**config.mk**
```make
export PLATFORM = sky130hd
export DESIGN_NAME = tmc_timer_channel
export DESIGN_NICKNAME = d
export VERILOG_FILES = /design/src/include/tmc_pkg.sv /design/src/core/tmc_timer_channel.sv
export VERILOG_INCLUDE_DIRS = /design/src /design/src/include
export SDC_FILE = /design/constraint.sdc
export NUM_CORES = 1
export LEC_CHECK = 0
export BUFFER_PORTS_ARGS = -buffer_cell sky130_fd_sc_hd__buf_2
export CAP_MARGIN = 20
export CORE_ASPECT_RATIO = 1.5
export CORE_UTILIZATION = 40
export CTS_CLUSTER_DIAMETER = 200
export DETAILED_ROUTE_END_ITERATION = 10
export SYNTH_ARGS = -nofsm -noshare
export SYNTH_HDL_FRONTEND = slang
export SYNTH_SLANG_ARGS = --single-unit
```
**constraint.sdc**
```tcl
create_clock -name i_clk -period 2.9 [get_ports i_clk]
set_input_delay 0.29 -clock i_clk [delete_from_list [all_inputs] [get_ports i_clk]]
set_output_delay 0.29 -clock i_clk [all_outputs]
set_load 0.005 [all_outputs]
```
**src/include/tmc_map.svh**
```systemverilog
// register offsets, field positions, reset values and timing counts for the timer channel block
`ifndef TMC_MAP_SVH
`define TMC_MAP_SVH
`define TMC_ADDR_CTRL     4'h0
`define TMC_ADDR_MOD_LO   4'h1
`define TMC_ADDR_MOD_HI   4'h2
`define TMC_ADDR_CHSC     4'h3
`define TMC_ADDR_CHVAL_LO 4'h4
`define TMC_ADDR_CHVAL_HI 4'h5
`define TMC_ADDR_CNT_LO   4'h6
`define TMC_ADDR_CNT_HI   4'h7
`define TMC_BIT_FLAG      7
`define TMC_BIT_IE        6
`define TMC_BIT_MSB       5
`define TMC_BIT_MSA       4
`define TMC_BIT_ELSB      3
`define TMC_BIT_ELSA      2
`define TMC_BIT_OVF       7
`define TMC_BIT_CPWM      5
`define TMC_MOD_RESET     16'h0000
`define TMC_PRESCALE_DEF  8
`endif

```
**src/include/tmc_pkg.sv**
```systemverilog
// types shared by the timer channel block
package tmc_pkg;
    typedef enum logic [2:0] {
        TMC_MODE_OFF,
        TMC_MODE_CAPTURE,
        TMC_MODE_COMPARE,
        TMC_MODE_EPWM,
        TMC_MODE_CPWM
    } tmc_mode_e;
endpackage : tmc_pkg

```
**src/core/tmc_timer_channel.sv**
```systemverilog
// modulo counter and one capture/compare/pwm channel with byte register port
`timescale 1ns/1ps
`include "tmc_map.svh"
module tmc_timer_channel #(
    parameter int PRESCALE = `TMC_PRESCALE_DEF  // bus clocks per counting tick
) (
    input  wire logic       i_clk,
    input  wire logic       i_rst,
    input  wire logic [3:0] i_addr,
    input  wire logic [7:0] i_wdata,
    input  wire logic       i_wr,
    input  wire logic       i_rd,
    output logic      [7:0] o_rdata,
    input  wire logic       i_ch_pin,
    output logic            o_ch_pin,
    output logic            o_ch_pin_oe_n,
    output logic            o_ch_irq,
    output logic            o_ovf_irq,
    output tmc_pkg::tmc_mode_e o_mode
);
    import tmc_pkg::*;

    // register state
    logic [15:0] mod_q, mod_d;          // modulo value
    logic [7:0]  mod_lo_buf_q, mod_lo_buf_d;
    logic [7:0]  mod_hi_buf_q, mod_hi_buf_d;
    logic [1:0]  mod_half_q, mod_half_d;    // which bytes written so far
    logic [15:0] cnt_q, cnt_d;          // counter
    logic        down_q, down_d;        // centre mode direction
    logic        ovf_q, ovf_d;          // overflow flag
    logic        ovf_armed_q, ovf_armed_d;
    logic        ovf_ie_q, ovf_ie_d;
    logic        cpwm_q, cpwm_d;        // centre-align select
    logic        flag_q, flag_d;        // channel event flag
    logic        flag_armed_q, flag_armed_d; // flag read while set
    logic        ie_q, ie_d;
    logic [1:0]  ms_q, ms_d;            // mode b:a
    logic [1:0]  els_q, els_d;          // edge/level
    logic [15:0] chval_q, chval_d;      // channel value
    logic [7:0]  chval_lo_buf_q, chval_lo_buf_d;
    logic [1:0]  chval_half_q, chval_half_d;
    logic        pin_q, pin_d;          // driven pin level
    logic [7:0]  rdata_q, rdata_d;
    logic [2:0]  sync_q, sync_d;        // pin synchroniser
    logic        pin_prev_q, pin_prev_d;
    logic [7:0]  pre_q, pre_d;          // prescaler
    tmc_mode_e   mode;
    logic        tick;
    logic        at_top;
    logic        match;
    logic        rise, fall, edge_hit, event_hit, ovf_hit;
    logic        mod_inhibit;

    // mode decode
    always_comb begin
        if (cpwm_q) begin
            mode = (els_q == 2'b00) ? TMC_MODE_OFF : TMC_MODE_CPWM;
        end else if (ms_q[1]) begin
            mode = (els_q == 2'b00) ? TMC_MODE_OFF : TMC_MODE_EPWM;
        // mode a choice; compare with field zero stays a software timer
        end else if (ms_q[0]) begin
            mode = TMC_MODE_COMPARE;
        end else begin
            mode = (els_q == 2'b00) ? TMC_MODE_OFF : TMC_MODE_CAPTURE;
        end
    end

    // event detection; the first sync stage feeds only the second
    always_comb begin
        tick = (pre_q == 8'(PRESCALE - 1));
        at_top = (mod_q == 16'h0000) ? (cnt_q == 16'hffff) : (cnt_q == mod_q);
        match = tick && (cnt_q == chval_q);
        rise = sync_q[1] && sync_q[2] == sync_q[1] && !pin_prev_q;
        fall = !sync_q[1] && sync_q[2] == sync_q[1] && pin_prev_q;
        edge_hit = (els_q[0] && rise) || (els_q[1] && fall);
        mod_inhibit = (mod_half_q != 2'b00);
        ovf_hit = tick && at_top && !(cpwm_q && down_q);
        if (cpwm_q && (mod_q == 16'h0000)) begin
            ovf_hit = 1'b0;  // centre mode needs a modulo
        end
        case (mode)
            TMC_MODE_CAPTURE: event_hit = edge_hit;
            TMC_MODE_COMPARE: event_hit = match;
            TMC_MODE_EPWM:    event_hit = match;
            TMC_MODE_CPWM:    event_hit = match;
            default:          event_hit = 1'b0;
        endcase
    end

    // next-state for all registers
    always_comb begin
        mod_d = mod_q;
        mod_lo_buf_d = mod_lo_buf_q;
        mod_hi_buf_d = mod_hi_buf_q;
        mod_half_d = mod_half_q;
        cnt_d = cnt_q;
        down_d = down_q;
        ovf_d = ovf_q;
        ovf_armed_d = ovf_armed_q;
        ovf_ie_d = ovf_ie_q;
        cpwm_d = cpwm_q;
        flag_d = flag_q;
        flag_armed_d = flag_armed_q;
        ie_d = ie_q;
        ms_d = ms_q;
        els_d = els_q;
        chval_d = chval_q;
        chval_lo_buf_d = chval_lo_buf_q;
        chval_half_d = chval_half_q;
        pin_d = pin_q;
        rdata_d = 8'h00;
        sync_d = {sync_q[1:0], i_ch_pin};
        pin_prev_d = (sync_q[2] == sync_q[1]) ? sync_q[1] : pin_prev_q;
        pre_d = tick ? 8'h00 : pre_q + 8'h01;

        // counter
        if (tick) begin
            if (cpwm_q && mod_q != 16'h0000) begin
                if (!down_q && cnt_q >= mod_q) begin
                    down_d = 1'b1;
                    cnt_d = cnt_q - 16'h0001;
                end else if (down_q && cnt_q == 16'h0000) begin
                    down_d = 1'b0;
                    cnt_d = 16'h0001;
                end else begin
                    cnt_d = down_q ? cnt_q - 16'h0001 : cnt_q + 16'h0001;
                end
            end else if (at_top) begin
                cnt_d = 16'h0000;
                down_d = 1'b0;
            end else begin
                cnt_d = cnt_q + 16'h0001;
                down_d = 1'b0;
            end
        end

        // channel pin action
        if (match) begin
            case (mode)
                TMC_MODE_COMPARE: begin
                    case (els_q)
                        2'b00:   pin_d = pin_q;  // flag only, pin left alone
                        2'b01:   pin_d = !pin_q;
                        2'b10:   pin_d = 1'b0;
                        default: pin_d = 1'b1;
                    endcase
                end
                TMC_MODE_EPWM, TMC_MODE_CPWM: pin_d = els_q[0];
                default: pin_d = pin_q;
            endcase
        end
        if (tick && at_top && mode == TMC_MODE_EPWM) begin
            pin_d = !els_q[0];
        end
        // centre pwm returns to active on the down-count match
        if (match && mode == TMC_MODE_CPWM && down_q) begin
            pin_d = !els_q[0];
        end

        // reads; arming happens on a read that sees the flag set
        if (i_rd) begin
            case (i_addr)
                `TMC_ADDR_CTRL:     rdata_d = {ovf_q, ovf_ie_q, cpwm_q, 5'h00};
                `TMC_ADDR_MOD_LO:   rdata_d = mod_q[7:0];
                `TMC_ADDR_MOD_HI:   rdata_d = mod_q[15:8];
                `TMC_ADDR_CHSC:     rdata_d = {flag_q, ie_q, ms_q, els_q, 2'b00};
                `TMC_ADDR_CHVAL_LO: rdata_d = chval_q[7:0];
                `TMC_ADDR_CHVAL_HI: rdata_d = chval_q[15:8];
                `TMC_ADDR_CNT_LO:   rdata_d = cnt_q[7:0];
                `TMC_ADDR_CNT_HI:   rdata_d = cnt_q[15:8];
                default:            rdata_d = 8'h00;
            endcase
            if (i_addr == `TMC_ADDR_CHSC && flag_q) begin
                flag_armed_d = 1'b1;
            end
            if (i_addr == `TMC_ADDR_CTRL && ovf_q) begin
                ovf_armed_d = 1'b1;
            end
        end

        // writes
        if (i_wr) begin
            case (i_addr)
                `TMC_ADDR_CTRL: begin
                    ovf_ie_d = i_wdata[6];
                    cpwm_d = i_wdata[`TMC_BIT_CPWM];
                    if (!i_wdata[`TMC_BIT_OVF] && ovf_armed_q) begin
                        ovf_d = 1'b0;
                    end
                    ovf_armed_d = 1'b0;
                end
                `TMC_ADDR_MOD_LO: begin
                    mod_lo_buf_d = i_wdata;
                    if (mod_half_q[1]) begin
                        mod_d = {mod_hi_buf_q, i_wdata};
                        mod_half_d = 2'b00;
                    end else begin
                        mod_half_d = 2'b01;
                    end
                end
                `TMC_ADDR_MOD_HI: begin
                    mod_hi_buf_d = i_wdata;
                    if (mod_half_q[0]) begin
                        mod_d = {i_wdata, mod_lo_buf_q};
                        mod_half_d = 2'b00;
                    end else begin
                        mod_half_d = 2'b10;
                    end
                end
                `TMC_ADDR_CHSC: begin
                    ie_d = i_wdata[`TMC_BIT_IE];
                    ms_d = i_wdata[`TMC_BIT_MSB:`TMC_BIT_MSA];
                    els_d = i_wdata[`TMC_BIT_ELSB:`TMC_BIT_ELSA];
                    if (!i_wdata[`TMC_BIT_FLAG] && flag_armed_q) begin
                        flag_d = 1'b0;
                    end
                    flag_armed_d = 1'b0;
                    chval_half_d = 2'b00;
                end
                `TMC_ADDR_CHVAL_LO: begin
                    chval_lo_buf_d = i_wdata;
                    chval_half_d = chval_half_q | 2'b01;
                end
                `TMC_ADDR_CHVAL_HI: begin
                    chval_d = {i_wdata, chval_lo_buf_q};
                    chval_half_d = 2'b00;
                end
                `TMC_ADDR_CNT_LO, `TMC_ADDR_CNT_HI: begin
                    cnt_d = 16'h0000;  // any counter write resets it
                    down_d = 1'b0;
                end
                default: begin
                end
            endcase
        end

        if (event_hit) begin
            flag_d = 1'b1;
            flag_armed_d = 1'b0;
        end
        // capture stores counter value
        if (event_hit && mode == TMC_MODE_CAPTURE) begin
            chval_d = cnt_q;
        end
        if (ovf_hit && !mod_inhibit) begin
            ovf_d = 1'b1;
            ovf_armed_d = 1'b0;
        end
    end

    // register update
    always_ff @(posedge i_clk or posedge i_rst) begin
        if (i_rst) begin
            mod_q <= `TMC_MOD_RESET;
            mod_lo_buf_q <= 8'h00;
            mod_hi_buf_q <= 8'h00;
            mod_half_q <= 2'b00;
            cnt_q <= 16'h0000;
            down_q <= 1'b0;
            ovf_q <= 1'b0;
            ovf_armed_q <= 1'b0;
            ovf_ie_q <= 1'b0;
            cpwm_q <= 1'b0;
            flag_q <= 1'b0;
            flag_armed_q <= 1'b0;
            ie_q <= 1'b0;
            ms_q <= 2'b00;
            els_q <= 2'b00;
            chval_q <= 16'h0000;
            chval_lo_buf_q <= 8'h00;
            chval_half_q <= 2'b00;
            pin_q <= 1'b0;
            rdata_q <= 8'h00;
            sync_q <= 3'b000;
            pin_prev_q <= 1'b0;
            pre_q <= 8'h00;
        end else begin
            mod_q <= mod_d;
            mod_lo_buf_q <= mod_lo_buf_d;
            mod_hi_buf_q <= mod_hi_buf_d;
            mod_half_q <= mod_half_d;
            cnt_q <= cnt_d;
            down_q <= down_d;
            ovf_q <= ovf_d;
            ovf_armed_q <= ovf_armed_d;
            ovf_ie_q <= ovf_ie_d;
            cpwm_q <= cpwm_d;
            flag_q <= flag_d;
            flag_armed_q <= flag_armed_d;
            ie_q <= ie_d;
            ms_q <= ms_d;
            els_q <= els_d;
            chval_q <= chval_d;
            chval_lo_buf_q <= chval_lo_buf_d;
            chval_half_q <= chval_half_d;
            pin_q <= pin_d;
            rdata_q <= rdata_d;
            sync_q <= sync_d;
            pin_prev_q <= pin_prev_d;
            pre_q <= pre_d;
        end
    end

    // outputs; pin drive only in output modes
    always_comb begin
        o_rdata = rdata_q;
        o_ch_pin = pin_q;
        o_ch_pin_oe_n = !(mode == TMC_MODE_COMPARE && els_q != 2'b00) &&
                        !(mode == TMC_MODE_EPWM) && !(mode == TMC_MODE_CPWM);
        o_ch_irq = flag_q && ie_q;
        o_ovf_irq = ovf_q && ovf_ie_q;
        o_mode = mode;
    end
endmodule : tmc_timer_channel

```
# Word level (Yosys, flattened, before mapping)
# Index checks and enable logic that the tools add are counted.
[totals]
input_bits = 17
output_inout_bits = 15
regBits = 107
word_cells = 177
[op_classes]
addsub = 3
eq_ne = 21
magnitude_cmp = 1
reduce_logical = 72
mux = 58
[ops]
columns = ["cell", "n"]
rows = [
  ["two-way mux 16 bit", 13],
  ["one-hot mux 8 bit (8 select lines)", 1],
  ["== test 16 bit", 2],
  ["zero test 16 bit", 2],
  ["one-hot mux 16 bit (2 select lines)", 1],
  ["two-way mux 1 bit", 31],
  ["logical AND 1 bit", 28],
  ["nonzero test 2 bit", 11],
  ["adder 16 x 1 -> 16 bit, second input constant", 1],
  ["== test 16 bit, second input constant", 1],
  ["== test 4 x 3 -> 1 bit, second input constant", 4],
  [">= comparator 16 bit", 1],
  ["two-way mux 8 bit", 2],
  ["nonzero test 16 bit", 1],
  ["subtractor 16 x 1 -> 16 bit, second input constant", 1],
  ["AND reduction 2 bit", 7],
  ["zero test 1 bit", 11],
  ["AND reduction 3 bit", 3],
  ["adder 8 x 1 -> 8 bit, second input constant", 1],
  ["== test 4 x 2 -> 1 bit, second input constant", 2],
  ["== test 8 x 3 -> 1 bit, second input constant", 1],
  ["two-way mux 2 bit", 4],
  ["== test 3 x 2 -> 1 bit, second input constant", 2],
  ["two-way mux 3 bit", 2],
  ["19 further kinds", 22],
]

# Longest topological paths before layout
[logic_depth]
ltp_word = 11
depth_mapped = 11

# Worst setup path before layout
# Ideal clock, no wire load.
[synth_timing]
path_kind = "flip-flop to flip-flop"
startpoint = "register cnt_q[0]"
endpoint = "register cnt_q[13]"
arrival_time_ps = 2740
setup_time_ps = 82
slack_ps = 78
n_path_buf = 1
t_required_ps = 2818
stages_incl_launch_ff = 11
synth_period_minus_slack_ps = 2822
path_cell_list = "dfrtp_1 clkbuf_1 inv_1 ha_1 nand2b_1 a2111o_1 a31oi_1 nand3_1 o31ai_1 o21ai_0 a31oi_1"
[synth_via]
elab_chain_cells = 8
elab_cells_between_ends = 17
cone_classes = "add/sub: 2; order compare: 1; eq/ne: 2; mux: 9; reduce/logical: 3"
[synth_lines]
columns = ["item", "line_no", "text"]
rows = [
  ["start: declaration", "tmc_timer_channel.sv:28", "logic [15:0] cnt_q, cnt_d;"],
  ["start signal: assignment", "tmc_timer_channel.sv:282", "cnt_q <= cnt_d;"],
  ["adder 16 x 1 -> 16 bit, or another cell as far along", "tmc_timer_channel.sv:126, tmc_timer_channel.sv:132", ""],
  ["two-way mux 16 bit / logical AND 1 bit (equally long branches)", "tmc_timer_channel.sv:126, tmc_timer_channel.sv:122", ""],
  ["two-way mux 16 bit", "tmc_timer_channel.sv:122", "end else if (down_q && cnt_q == 16'h0000) begin"],
  ["two-way mux 16 bit", "tmc_timer_channel.sv:119", "if (!down_q && cnt_q >= mod_q) begin"],
  ["two-way mux 16 bit *", "tmc_timer_channel.sv:118", "if (cpwm_q && mod_q != 16'h0000) begin"],
  ["two-way mux 16 bit *", "tmc_timer_channel.sv:117", "if (tick) begin"],
  ["two-way mux 16 bit", "tmc_timer_channel.sv:183", "case (i_addr)"],
  ["two-way mux 16 bit *", "tmc_timer_channel.sv:182", "if (i_wr) begin"],
  ["named net cnt_d[13]", "tmc_timer_channel.sv:28", ""],
]
# Mark *: on every way through the listed nets, which the timed path passes. The rest lies on a longest branch.
# A chain may end at the register's enable or synchronous reset.

# Worst setup path after layout
[layout_timing]
startpoint = "register mod_q[3]"
endpoint = "register cnt_q[9]"
[layout_via]
elab_chain_cells = 7
elab_cells_between_ends = 13
cone_classes = "order compare: 1; eq/ne: 1; mux: 7; reduce/logical: 4"
[layout_lines]
columns = ["item", "line_no", "text"]
rows = [
  ["start: declaration", "tmc_timer_channel.sv:24", "logic [15:0] mod_q, mod_d;"],
  ["start signal: assignment", "tmc_timer_channel.sv:254", "mod_q <= `TMC_MOD_RESET;"],
  ["start signal: assignment", "tmc_timer_channel.sv:278", "mod_q <= mod_d;"],
  [">= comparator 16 bit, or another cell as far along", "tmc_timer_channel.sv:119", ""],
  ["logical AND 1 bit / two-way mux 1 bit (equally long branches)", "tmc_timer_channel.sv:119, tmc_timer_channel.sv:71", ""],
  ["two-way mux 16 bit (on tied branches)", "tmc_timer_channel.sv:119, tmc_timer_channel.sv:128", ""],
  ["two-way mux 16 bit *", "tmc_timer_channel.sv:118", ""],
  ["two-way mux 16 bit *", "tmc_timer_channel.sv:117", ""],
  ["two-way mux 16 bit", "tmc_timer_channel.sv:183", ""],
  ["two-way mux 16 bit *", "tmc_timer_channel.sv:182", ""],
  ["named net cnt_d[9]", "tmc_timer_channel.sv:28", ""],
]
# Marks and branches as above.

==> impl_results.md <==
- Wirelength per Cell: 21.2 um
- Async SR Flop Fraction: 100%
- DIE WIDTH: 106 um
- Clock Skew: 14.3 ps
- Routed via count: 5780
- CP Max Fanout: 8
- Post-Layout Cell Count: 958
- Worst IR drop on VDD: 373 uV
- Worst hold start: i_ch_pin
- Worst rel slew slack: 46.8%
- Crit path launch type: register
- Crit path launch: mod_q[3]
- Number of iterations in the first detailed-routing pass: 7
- FF-to-FF End: cnt_q[9]
- First-pass GRT wire length: 32.1 mm
- Post-Route WL: 20.3 mm
- Skew-Pair Late Insertion Delay: 350 ps
- Setup tns final: 0 ps
- PortBufs: 31
- DP Worst Slack: 133 ps
- CP max stage cell: nor4_1
- Final Cycle Share: 95.5%
- Die height: 159 um
- Final worst setup slack: 130 ps
- Most Frequent Cell on Critical Path: nor4_1
- Clock sinks: 107
- R2r setup slk: 130 ps
- Commonest non-fill, non-tap cell in the layout: dfrtp_1
- Max layer used: met4
- Core box area: 15800 um^2
- Slew Viols, Final: 0
- Worst r2r src: mod_q[3]
- Status: finished, final reports clean
- Period minus WS final: 2770 ps
- RSZ-0062 raised after global routing: no
- CTS buffer count: 9
- Slew @ Worst Pin: 797 ps
- CTS tree: done
- Post-CTS Setup Inserts: 0
- Initial core utilization: 41.3%
- MaxCap Viol Count: 0
- Slowest stage delay, CP: 500 ps
- Post-DP HPWL: 15.2 mm
- Leakage: 3.34 nW
- Area growth from synthesis to layout: 15.4%
- Final Power: 6.27 mW
- Die area: 16900 um^2
- Synthesized Nets: 737
- Vias/cell: 6.03
- Critical-path cell list: inv_1 -> ha_1 -> nand4_1 -> nor4_1 -> nor3_1 -> or2_2 -> nand2_1 -> nor4_1 -> o31a_1
- Largest net degree at the start of global routing: 39
- Most used DFF post-synth: dfrtp_1
- Number of synthesized flops with an enable pin: 0
- Drc violations: 0
- Count of final hold-check violations: 0
- Row count: 56
- IO Pins: 32
- Hold buffer count at CTS: 0
- Type of element capturing the critical path: register
- CTS H-tree depth: 3
- CTS root buffer: clkbuf_16
- Unique cell type count in the Yosys netlist: 62
- Cells after DPL: 942
- Post-route ant nets: 0
- Share of layout cells above drive strength 1: 19.9%
- #FFs+latches synth: 107
- Worst hold path depth: 1
- Wl on met1: 7.94 mm
- Max Clock Freq: 0.361 GHz
- Final nets: 789
- Yosys warning total: 0
- Vias in the first global route: 5909
- DR WL met3: 818 um
- Routability Congestion: 0.937
- GRT overflow: 0
- CP Class: register to register
- Total GRT Usage: 25.1%
- Most frequent cells in the layout: dfrtp_1 (107), nand2_1 (58), buf_4 (51), o21ai_0 (49), nor2_1 (49)
- Clock-pin transition on the worst setup and hold timing paths: 90 ps
- Starting DRT DRC Count: 317
- Met2 Routed Length: 10.5 mm
- Mapped Area: 6540 um^2
- Post-synthesis cell count: 698
- Hold crit path type: input port to register
- Worst-case clock buffer depth: 2
- Initial antenna violation count: 0
- Critical path arrival: 3000 ps
- Seq/Total Area, Yosys: 41.0%
- Critical path required time: 3130 ps
- R2r worst-path depth: 9
- Crit-path leading delay family: simple AND/OR/NAND/NOR gates
- # setup viols final: 0
- Mean Syn Cell Area: 9.36 um^2
- Hold Path Sink: sync_q[0]
- Pwr per Cell Area: 831 nW/um^2
- Post-cts sizing count: 0
- Inserted Diodes: 0
- WP buf/inv: 1
==> per-stage QoR <==
step / hold WS, ps / utilization (%) / cell area [um^2]
detailed placement: 336 / 45.5 / 7210
floorplan: 321 / - / 6540
global placement: 333 / 45.5 / 7210
CTS: 36.2 / 47.6 / 7530
global route: 33.2 / 47.6 / 7540
finish: 39.0 / 47.6 / 7540
==> registers in the layout, indices dropped and copies added, names as in the netlist, 2 cells and up <==
name,count
chval_q,16
mod_q,16
mod_half_q,2
mod_hi_buf_q,8
ms_q,2
mod_lo_buf_q,8
chval_lo_buf_q,8
cnt_q,16
pre_q,8
sync_q,3
els_q,2
o_rdata,8
==> metal layers <==
metal	GRT usage (%)	vias to the layer above
li1	-	2651
met1	28.6	2873
met2	45.0	189
met3	2.99	67
met4	14.4	0
met5	0	-
==> power by group <==
part	switching [mW]	internal, mW
logic	1.40	1.10
registers	0.527	1.92
clock network	0.629	0.694
total	2.56	3.71
==> synthesized netlist by cell type, types with 4 or more instances <==
master	number	area (um^2)
dfrtp_1	107	2680
nand2_1	58	218
nor2_1	50	188
o21ai_0	49	245
a21oi_1	43	215
mux2i_1	38	380
clkbuf_1	37	139
mux2_2	34	383
inv_1	27	101
xor2_1	23	201
ha_1	22	275
nand3_1	20	100
xnor2_1	19	166
nor3_1	15	75.1
nor4_1	14	87.6
a31oi_1	12	75.1
a221oi_1	11	96.3
nand4_1	11	68.8
nand2b_1	8	50.1
a211oi_1	7	52.6
and2_1	7	43.8
a222oi_1	6	60.1
and3_1	6	37.5
a22oi_1	5	37.5
o21a_1	5	37.5
or3_1	5	31.3
and4_1	4	35.0
or4_1	4	30.0
==> worst register-to-register path, cell delays in order (launching register included) <==
cell	delay, ps
dfrtp_1	490
inv_1	90
ha_1	310
nand4_1	180
nor4_1	500
nor3_1	130
or2_2	420
nand2_1	190
nor4_1	60
o31a_1	300
==> how the worst max path moves through the flow <==
stage                           end  cells past startpoint
after detailed placement   cnt_q[5]                      8
after global placement     cnt_q[6]                      7
final                      cnt_q[9]                      9
after floorplan           cnt_q[13]                     10
after global routing       o_ch_pin                     10
after CTS                  o_ch_pin                     10
==> logic make-up after synthesis <==
group / count (synthesis) / synth area share, %
multiplexers: 72 / 11.7
AO/OA/AOI/OAI: 168 / 16.6
flip-flops: 107 / 41.0
adder cells (fa/ha/maj): 22 / 4.21
AND/OR/NAND/NOR: 217 / 16.7
buffers and inverters: 70 / 4.27
XOR/XNOR: 42 / 5.63
==> layout make-up <==
cell class	instances	area, um^2
sequential	107	2680
fill	1558	8290
multi-input combinational	521	3610
clock inverter	7	92.6
timing repair buffer	84	578
clock buffer	9	225
inverter	27	105
tap	203	254
(Power assumes the default switching activity.)
